### src/rtl/mrie_pkg.sv
// package: offsets, field layout, reset values and carrier types of the master control block
package mrie_pkg;

  localparam int ADDR_W = 11;
  localparam int DATA_W = 32;
  localparam int IRQ_W = 16;
  localparam int LINK_W = 32;

  localparam logic [ADDR_W-1:0] OFS_SOFT_RESET = 11'h000;
  localparam logic [ADDR_W-1:0] OFS_IRQ_ENABLE = 11'h004;
  localparam logic [ADDR_W-1:0] OFS_IRQ_STATUS = 11'h008;

  localparam int SOFT_RESET_BIT = 15;
  localparam logic SOFT_RESET_RST = 1'h0;
  localparam logic [IRQ_W-1:0] IRQ_ENABLE_RST = 16'h0000;
  localparam logic [IRQ_W-1:0] IRQ_STATUS_RST = 16'h0000;
  localparam logic [DATA_W-1:0] UNMAPPED_READ = 32'h0000_0000;
  localparam logic [3:0] ALL_LANES_NEGATED = 4'hF;
  localparam logic [LINK_W-1:0] LINK_FORCED = 32'hFFFF_FFFF;

  // one bit per event source, bit 15 first
  typedef struct packed {
    logic tx_underflow;
    logic tx_complete;
    logic tx_free_full;
    logic tx_ready_read;
    logic tx_free_write;
    logic rx_ready_full;
    logic rx_free_empty;
    logic rx_ready_write;
    logic rx_large_free_read;
    logic rx_small_free_read;
    logic rx_overrun;
    logic rx_format_error;
    logic rx_abort;
    logic rx_check_error;
    logic parity_error;
    logic sys_error;
  } mrie_irq_bits_t;

  // one host target cycle into the memory window
  typedef struct packed {
    logic access;
    logic write;
    logic [ADDR_W-1:0] addr;
    logic [3:0] be_n;
    logic [DATA_W-1:0] wdata;
  } mrie_host_req_t;

endpackage

### src/rtl/mrie_link_force.sv
// registered link data stage that forces all lines high on demand
`timescale 1ns/1ps
module mrie_link_force #(
  parameter int WIDTH = 32
) (
  input wire logic clk, // system clock
  input wire logic rst_n, // asynchronous reset, active low
  input wire logic force_high, // drive every line to one
  input wire logic [WIDTH-1:0] data_in, // data from the transmitter
  output logic [WIDTH-1:0] data_out // registered pin data
);

  always_ff @(posedge clk or negedge rst_n) begin
    if (!rst_n) begin
      data_out <= '1;
    end else if (force_high) begin
      data_out <= '1;
    end else begin
      data_out <= data_in;
    end
  end

endmodule

### src/rtl/mrie_master_ctrl.sv
// master control: software reset, interrupt enable mask, status and host interrupt
`timescale 1ns/1ps
module mrie_master_ctrl (
  input wire logic clk, // 40 MHz host clock
  input wire logic rst_n, // hardware reset, active low
  input wire mrie_pkg::mrie_host_req_t host_req, // host target cycle, one-cycle request
  output logic host_ack, // one-cycle answer to every request
  output logic [31:0] host_rdata, // registered read data
  input wire mrie_pkg::mrie_irq_bits_t event_in, // one-cycle event pulses from the cores
  input wire logic [31:0] tx_link_data_in, // transmit data from the core
  output logic [31:0] tx_link_data_out, // transmit link data pins
  output logic host_interrupt_out_n, // host interrupt, active low
  output logic core_reset_n, // reset for every core function, active low
  output logic config_reset_n, // reset for configuration registers, active low
  output logic low_power_standby, // standby request to clocks and cores
  output logic pci_pin_drive_en // host interface pin drivers enabled
);

  ////////////////////////////////////////////////////////////////////////////
  // state

  logic soft_reset;
  mrie_pkg::mrie_irq_bits_t irq_enable;
  mrie_pkg::mrie_irq_bits_t irq_status;
  mrie_pkg::mrie_irq_bits_t irq_gated;
  logic take;
  logic wr_soft;
  logic wr_enable;
  logic rd_status;
  logic next_irq_n;
  logic [31:0] next_rdata;

  ////////////////////////////////////////////////////////////////////////////
  // host decode

  // a cycle with every lane negated is answered but touches nothing
  assign take = host_req.access && (host_req.be_n != mrie_pkg::ALL_LANES_NEGATED);
  // lanes are not looked at past this point: whole-word writes only
  assign wr_soft = take && host_req.write && (host_req.addr == mrie_pkg::OFS_SOFT_RESET);
  assign wr_enable = take && host_req.write && (host_req.addr == mrie_pkg::OFS_IRQ_ENABLE);
  assign rd_status = take && !host_req.write && (host_req.addr == mrie_pkg::OFS_IRQ_STATUS);

  always_comb begin
    next_rdata = mrie_pkg::UNMAPPED_READ;
    if (take && !host_req.write) begin
      case (host_req.addr)
        mrie_pkg::OFS_SOFT_RESET: begin
          next_rdata[mrie_pkg::SOFT_RESET_BIT] = soft_reset;
        end
        mrie_pkg::OFS_IRQ_ENABLE: begin
          next_rdata[15:0] = irq_enable;
        end
        mrie_pkg::OFS_IRQ_STATUS: begin
          next_rdata[15:0] = irq_status;
        end
        default: begin
          next_rdata = mrie_pkg::UNMAPPED_READ;
        end
      endcase
    end
  end

  always_ff @(posedge clk or negedge rst_n) begin
    if (!rst_n) begin
      host_rdata <= mrie_pkg::UNMAPPED_READ;
    end else if (host_req.access) begin
      host_rdata <= next_rdata;
    end
  end

  always_ff @(posedge clk or negedge rst_n) begin
    if (!rst_n) begin
      host_ack <= 1'b0;
    end else begin
      host_ack <= host_req.access;
    end
  end

  ////////////////////////////////////////////////////////////////////////////
  // software reset

  // only hardware reset or a host write with SOFT_RESET_BIT clear releases it
  always_ff @(posedge clk or negedge rst_n) begin
    if (!rst_n) begin
      soft_reset <= mrie_pkg::SOFT_RESET_RST;
    end else if (wr_soft) begin
      soft_reset <= host_req.wdata[mrie_pkg::SOFT_RESET_BIT];
    end
  end

  assign core_reset_n = rst_n && !soft_reset;
  assign low_power_standby = soft_reset;
  // configuration space only follows the hardware reset
  assign config_reset_n = rst_n;

  // drivers float in hardware reset, stay on through software reset
  always_ff @(posedge clk or negedge rst_n) begin
    if (!rst_n) begin
      pci_pin_drive_en <= 1'b0;
    end else begin
      pci_pin_drive_en <= 1'b1;
    end
  end

  mrie_link_force #(
    .WIDTH(mrie_pkg::LINK_W)
  ) u_link_force (
    .clk(clk),
    .rst_n(rst_n),
    .force_high(soft_reset),
    .data_in(tx_link_data_in),
    .data_out(tx_link_data_out)
  );

  ////////////////////////////////////////////////////////////////////////////
  // interrupt enable and status

  // held at default while in software reset; writes then are dropped
  always_ff @(posedge clk or negedge rst_n) begin
    if (!rst_n) begin
      irq_enable <= mrie_pkg::IRQ_ENABLE_RST;
    end else if (soft_reset) begin
      irq_enable <= mrie_pkg::IRQ_ENABLE_RST;
    end else if (wr_enable) begin
      irq_enable <= host_req.wdata[15:0];
    end
  end

  // status sets regardless of the mask, so masked events can be polled
  mrie_sticky_flags #(
    .WIDTH(mrie_pkg::IRQ_W)
  ) u_status (
    .clk(clk),
    .rst_n(rst_n),
    .hold_clear(soft_reset),
    .read_clear(rd_status),
    .set_in(event_in),
    .flags(irq_status)
  );

  assign irq_gated.sys_error = irq_status.sys_error & irq_enable.sys_error;
  assign irq_gated.parity_error = irq_status.parity_error & irq_enable.parity_error;
  assign irq_gated.rx_check_error = irq_status.rx_check_error & irq_enable.rx_check_error;
  assign irq_gated.rx_abort = irq_status.rx_abort & irq_enable.rx_abort;
  assign irq_gated.rx_format_error = irq_status.rx_format_error & irq_enable.rx_format_error;
  assign irq_gated.rx_overrun = irq_status.rx_overrun & irq_enable.rx_overrun;
  assign irq_gated.rx_small_free_read = irq_status.rx_small_free_read & irq_enable.rx_small_free_read;
  assign irq_gated.rx_large_free_read = irq_status.rx_large_free_read & irq_enable.rx_large_free_read;
  assign irq_gated.rx_ready_write = irq_status.rx_ready_write & irq_enable.rx_ready_write;
  assign irq_gated.rx_free_empty = irq_status.rx_free_empty & irq_enable.rx_free_empty;
  assign irq_gated.rx_ready_full = irq_status.rx_ready_full & irq_enable.rx_ready_full;
  assign irq_gated.tx_free_write = irq_status.tx_free_write & irq_enable.tx_free_write;
  assign irq_gated.tx_ready_read = irq_status.tx_ready_read & irq_enable.tx_ready_read;
  assign irq_gated.tx_free_full = irq_status.tx_free_full & irq_enable.tx_free_full;
  assign irq_gated.tx_complete = irq_status.tx_complete & irq_enable.tx_complete;
  assign irq_gated.tx_underflow = irq_status.tx_underflow & irq_enable.tx_underflow;

  assign next_irq_n = !(|irq_gated);

  // registered so the pin never glitches during a read clear
  always_ff @(posedge clk or negedge rst_n) begin
    if (!rst_n) begin
      host_interrupt_out_n <= 1'b1;
    end else begin
      host_interrupt_out_n <= next_irq_n;
    end
  end
endmodule

### src/rtl/mrie_sticky_flags.sv
// sticky event flags with a set that wins over a read clear
`timescale 1ns/1ps
module mrie_sticky_flags #(
  parameter int WIDTH = 16
) (
  input wire logic clk, // system clock
  input wire logic rst_n, // asynchronous reset, active low
  input wire logic hold_clear, // soft reset: flags held at default
  input wire logic read_clear, // one-cycle clear from a status read
  input wire logic [WIDTH-1:0] set_in, // one-cycle event pulses
  output logic [WIDTH-1:0] flags // sticky flags
);

  always_ff @(posedge clk or negedge rst_n) begin
    if (!rst_n) begin
      flags <= '0;
    end else if (hold_clear) begin
      flags <= '0;
    end else if (read_clear) begin
      // an event in the clear cycle survives the clear
      flags <= set_in;
    end else begin
      flags <= flags | set_in;
    end
  end

endmodule

### config.mk
export PLATFORM = sky130hd
export DESIGN_NAME = mrie_master_ctrl
export DESIGN_NICKNAME = d
export VERILOG_FILES = /design/src/rtl/mrie_pkg.sv /design/src/rtl/mrie_link_force.sv /design/src/rtl/mrie_master_ctrl.sv /design/src/rtl/mrie_sticky_flags.sv
export SDC_FILE = /design/constraint.sdc
export NUM_CORES = 1
export LEC_CHECK = 0
export ABC_AREA = 0
export BUFFER_PORTS_ARGS = -buffer_cell sky130_fd_sc_hd__buf_4
export CAP_MARGIN = 20
export CELL_PAD_IN_SITES_DETAIL_PLACEMENT = 0
export CELL_PAD_IN_SITES_GLOBAL_PLACEMENT = 1
export CORE_MARGIN = 4
export CORE_UTILIZATION = 32
export CTS_CLUSTER_DIAMETER = 60
export DETAILED_ROUTE_END_ITERATION = 10
export GPL_TIMING_DRIVEN = 0
export PLACE_DENSITY_LB_ADDON = 0.1
export SYNTH_ARGS = -nofsm -noshare
export SYNTH_HDL_FRONTEND = slang
export SYNTH_SLANG_ARGS = --single-unit
export TNS_END_PERCENT = 1
### constraint.sdc
create_clock -name clk -period 1 [get_ports clk]
set_input_delay 0 -clock clk [delete_from_list [all_inputs] [get_ports clk]]
set_output_delay 0 -clock clk [all_outputs]
set_load 0.01 [all_outputs]
After elaboration in Yosys (flattened, before gate mapping)
Cells that the tools add are included.
W data, S select, Z words.
- word-level logic and storage cells: 64
- input port bits: 99
- bits in registers: 100
- multiplexer cells: 8
- equality and inequality tests: 3
- reductions and logical operators: 13
- bitwise gates (word level): 17
- operators by type and width (kind ; count):
    $mux W16 ; 5
    $mux W32 ; 1
    $pmux W15 S2 ; 1
    $and A1 B1 Y1 ; 16
    $or A16 B16 Y16 ; 1
    $reduce_or A16 Y1 ; 1
    $eq A11 B3 Y1 const B ; 1
    $eq A11 B4 Y1 const B ; 1
    $logic_not A11 Y1 ; 1
    $logic_and A1 B1 Y1 ; 7
    $ne A4 B4 Y1 const B ; 1
    $logic_not A1 Y1 ; 3
    $pmux W1 S3 ; 1
    $reduce_bool A2 Y1 ; 1

Longest topological paths before layout
- depth after elaboration: 6
- mapped depth: 5
- gate-level depth less buffers: 4

Hierarchy
A second synthesis with hierarchy kept.
- cell total of the unflattened synthesis: 332
- area total of the unflattened synthesis: 3676.0 sq um
- by module, submodules not included (module ; cells an instance ; instances ; seq. area each (sq um) ; area an instance (sq um)):
    mrie_master_ctrl ; 198 ; 1 ; 902.1 ; 1928.1
    mrie_link_force ; 67 ; 1 ; 840.8 ; 1074.8
    mrie_sticky_flags ; 67 ; 1 ; 400.4 ; 673.1

Worst setup path after synthesis
Ideal clock, no wire load.
- path type: input to register
- from: in host_req[37] in the netlist's numbering
- to: reg irq_enable[10] in the netlist's numbering
- data required time: 0.921 ns
- cell stages on the path: 5
- arrival time: 1.110 ns
- path slack: -0.190 ns
- path through: nor4_4 -> nand4_2 -> nor2_4 -> buf_12 -> mux2i_1
- longest elaborated chain between the ends: 3
- RTL lines (what ; RTL line ; RTL):
    start, declared ; mrie_master_ctrl.sv:6 ; input wire mrie_pkg::mrie_host_req_t host_req,
    $eq A11 B3 Y1 ; mrie_master_ctrl.sv:40 ; assign wr_enable = take && host_req.write && (host_req.addr == mrie_pkg::OFS_IRQ_ENABLE);
    $logic_and A1 B1 Y1 ; mrie_master_ctrl.sv:40 ;
    $reduce_bool A2 Y1 (no source line) ; -- ;
    end signal, assigned ; mrie_master_ctrl.sv:121 ; irq_enable <= mrie_pkg::IRQ_ENABLE_RST;
    end signal, assigned ; mrie_master_ctrl.sv:123 ; irq_enable <= mrie_pkg::IRQ_ENABLE_RST;
    end signal, assigned ; mrie_master_ctrl.sv:125 ; irq_enable <= host_req.wdata[15:0];
    end, declared ; mrie_master_ctrl.sv:23 ; mrie_pkg::mrie_irq_bits_t irq_enable;
Every way passes these cells.
A chain may end at the register's enable or synchronous reset.

Worst setup path in the final report
- from: reg soft_reset, in the netlist low_power_standby
- to: out core_reset_n
- longest elaborated chain between the ends: 2
- RTL lines (what ; RTL line ; RTL):
    start, declared ; mrie_master_ctrl.sv:22 ; logic soft_reset;
    start signal, assigned ; mrie_master_ctrl.sv:85 ; soft_reset <= mrie_pkg::SOFT_RESET_RST;
    start signal, assigned ; mrie_master_ctrl.sv:87 ; soft_reset <= host_req.wdata[mrie_pkg::SOFT_RESET_BIT];
    $logic_not A1 Y1 ; mrie_master_ctrl.sv:91 ; assign core_reset_n = rst_n && !soft_reset;
    $logic_and A1 B1 Y1 ; mrie_master_ctrl.sv:91 ;
    end, declared ; mrie_master_ctrl.sv:13 ; output logic core_reset_n,
Every way passes these cells.

==> flow_summary.json <==
{
  "synth_area_mm2": 0.003675,
  "antenna_found_initial": 0,
  "grt_max_degree": 87,
  "insertedDiodeCount": 0,
  "die_h_um": 115.2,
  "pin_count": 169,
  "synth-edff-count": 0,
  "synthArstFlopShare_pct": 100.0,
  "drive_gt1_share_pct": 48.89,
  "clk_pin_slew_worst_paths_ps": 60,
  "cts_buffers": 9,
  "worstSkewPairLatency_ps": 330,
  "critical_path_arrival_ps": 1260,
  "p_seq_share_pct": 43.6,
  "register_area_mm2": 0.002143,
  "drt_wl_total_mm": 10.20,
  "p_comb_share_pct": 12.0,
  "vias_per_cell": 4.433,
  "switchingPower_mw": 1.818,
  "timing.rr.start": "low_power_standby$_DFFE_PN0P_",
  "powerDensity_mw_per_mm2": 1392,
  "htree_levels": 3,
  "synth_cells": 306,
  "grt_pass1_wl_mm": 16.34,
  "p_leak_nw": 2.842,
  "slew_violations": 0,
  "hold_class": "in -> async",
  "worstMarginPinSlew_ps": 628.4,
  "die_area_mm2": 0.01326,
  "path_class": "reg -> out",
  "synthFlopType": "dfrtp_1",
  "swShare_pct": 21.41,
  "min_period_ps": 1257,
  "die_x_um": 115.2,
  "drcViolationCount": 0,
  "hold_viol_final": 51,
  "cts-root-buf": "clkbuf_16",
  "gp_congestion": 0.7751,
  "violations": "hold timing, setup timing",
  "ant_nets": 0,
  "worstSetupStartpoint": "low_power_standby$_DFFE_PN0P_",
  "syn_to_final_growth_pct": 65.99,
  "cp.required_ps": 1000,
  "slew_headroom_pct": 58.11,
  "portBuffers": 136,
  "grt_use_total_pct": 15.80,
  "fillerInstances": 963,
  "rsz0062_at_grt": "true",
  "startpoint_type": "flip-flop",
  "multi_input_area_mm2": 0.001354,
  "ys_types": 30,
  "initial_core_util_pct": 33.31,
  "drtPass1Iterations": 4,
  "clkSinkCount": 84,
  "grt_pass1_vias": 3197,
  "hpwl_mm": 7.027,
  "finalWorstSetupSlack_ps": -257.2,
  "cap_violations": 0,
  "dr.first_iter.drc_count": 131,
  "endpoint_kind": "output pin",
  "synth_seq_cells": 84,
  "p_clk_share_pct": 44.4,
  "fin_worst_skew_ps": 6.043,
  "ys_warn_count": 0,
  "total_power_mw": 8.489,
  "gr-total-overflow": 0,
  "fin_nets": 636,
  "period_share_pct": 125.7,
  "cts_tree": "done",
  "cts.path.max_buffers": 2,
  "setup_viol": 69,
  "fin_setup_tns_ps": -10470,
  "intPower_mw": 6.671,
  "status": "finished with violations",
  "fin_hold_ws_ps": -342.0,
  "ys_seq_area_share_pct": 58.32,
  "fmax_mhz": 795.4,
  "holdBufCountCts": 65,
  "vias": 3023,
  "core_mm2": 0.01103,
  "synth.avg_cell_area_um2": 12.01,
  "wl_per_cell_um": 14.95,
  "worst_ir_drop_vdd_mv": 1.021,
  "rows": 38,
  "cp_max_fo": 8,
  "fin_util_pct": 55.30
}
## logic make-up after synthesis
kind of cell           count (synthesis)  synth area share [%]
and+or+nand+nor                       97                 18.45
DFF                                   84                 58.32
AOI/OAI and AO/OA                     56                 10.49
buffers and inverters                 49                 7.593
muxes                                 18                 4.937
other                                  2                0.2044
## layout make-up
class / count / area share [%]
clock buffers: 10 / 3.754
multi-input cells: 188 / 22.19
well taps: 140 / 2.872
inverters: 17 / 1.046
repair buffers: 205 / 28.27
flip-flops and latches: 84 / 35.14
clock inverters: 6 / 1.846
plain buffers: 32 / 4.882
## layer usage
layer	up-vias	global-route usage (%)	share of wire, %
met3	9	4.684	8.8
met1	1428	20.33	42
met4	0	5.008	1.4
li1	1461	-	-
met5	-	0	0
met2	125	25.66	48
## cell usage after synthesis, drive strengths merged (2+ instances only)
library cell,count,area share (%)
a21oi,16,2.2
a221o,16,4.4
a221oi,2,0.48
a22o,2,0.48
a22oi,4,0.82
and2b,6,1.4
buf,20,4.6
clkbuf,12,1.2
conb,2,0.20
dfrtp,51,35
dfstp,33,24
inv,17,1.7
mux2i,17,4.6
nand2b,34,5.8
nand3,2,0.27
nand4,3,0.85
nor2,4,0.82
nor2b,10,1.7
nor3,3,0.72
o21ai,16,2.2
or2,32,5.4
## flip-flops by register name (all words and copies together) (netlist names)
name	count
low_power_standby	1
u_status.flags	16
host_rdata	16
host_ack	1
u_link_force.data_out	32
host_interrupt_out_n	1
pci_pin_drive_en	1
irq_enable	16
## power by group through the flow
stage	Clock [mW]	Combinational [mW]	Sequential (mW)
finish	3.77	1.02	3.70
global route	4.04	1.13	3.71
CTS	3.88	1.01	3.70
detailed placement	0	0.795	3.75
global placement	0	0.788	3.74
floorplan	0	0.269	3.75
## timing repair
| item | CTS | global route |
|---|---|---|
| pin swaps | 2 | 9 |
| setup endpoints to repair | 79 | 83 |
| resized for setup | 38 | 18 |
| setup buffers | 4 | 0 |
| cloned | 0 | 0 |
| endpoints found under the hold margin | 117 | 51 |
## per-stage QoR
stage | worst slack (ps) | hold WS, ps | instances | instance area, µm²
2_1_floorplan | -166.8 | -295.6 | 321 | 3731
3_3_place_gp | -526.4 | 189.2 | 597 | 4927
3_5_place_dp | -583.7 | 191.8 | 597 | 4927
4_1_cts | -283.3 | -236.4 | 682 | 6071
5_1_grt | -324.6 | -285.6 | 682 | 6100
6_report | -257.2 | -342.0 | 682 | 6100
## cells in the final DEF (no fill, tap or decap), types with 3 or more instances in the layout
cell,synthesis,layout
buf_4,17,152
dlygate4sd3_1,0,65
dfrtp_1,51,51
nand2b_1,34,34
dfstp_2,33,33
or2_2,32,26
inv_1,17,17
mux2i_1,17,17
conb_1,2,17
a21oi_1,16,16
a221o_1,16,16
clkbuf_16,0,10
nor2b_1,10,10
o21ai_1,0,9
o21ai_0,16,7
or2_4,0,6
buf_6,2,6
and2b_2,6,6
buf_8,0,5
a22oi_1,4,4
clkbuf_1,12,3
bufinv_16,0,3
## critical path, cell delays in order (launching register included)
cell       delay, ps
dfrtp_1          410
buf_8            150
clkbuf_16        140
nor2b_1          100
buf_4            130
## final timing paths
check / end / slack, ps / cells past startpoint
max: core_reset_n / -260 / 4
min: host_ack$_DFF_PN0_ / -340 / 1
max reg2reg: host_rdata[15]$_DFFE_PN0P_ / -260 / 5
min reg2reg: host_rdata[6]$_DFFE_PN0P_ / 540 / 1
max in group asynchronous: pci_pin_drive_en$_DFF_PN0_ / 890 / 1
min in group clk: host_rdata[3]$_DFFE_PN0P_ / 120 / 3
(Power assumes the default switching activity.)
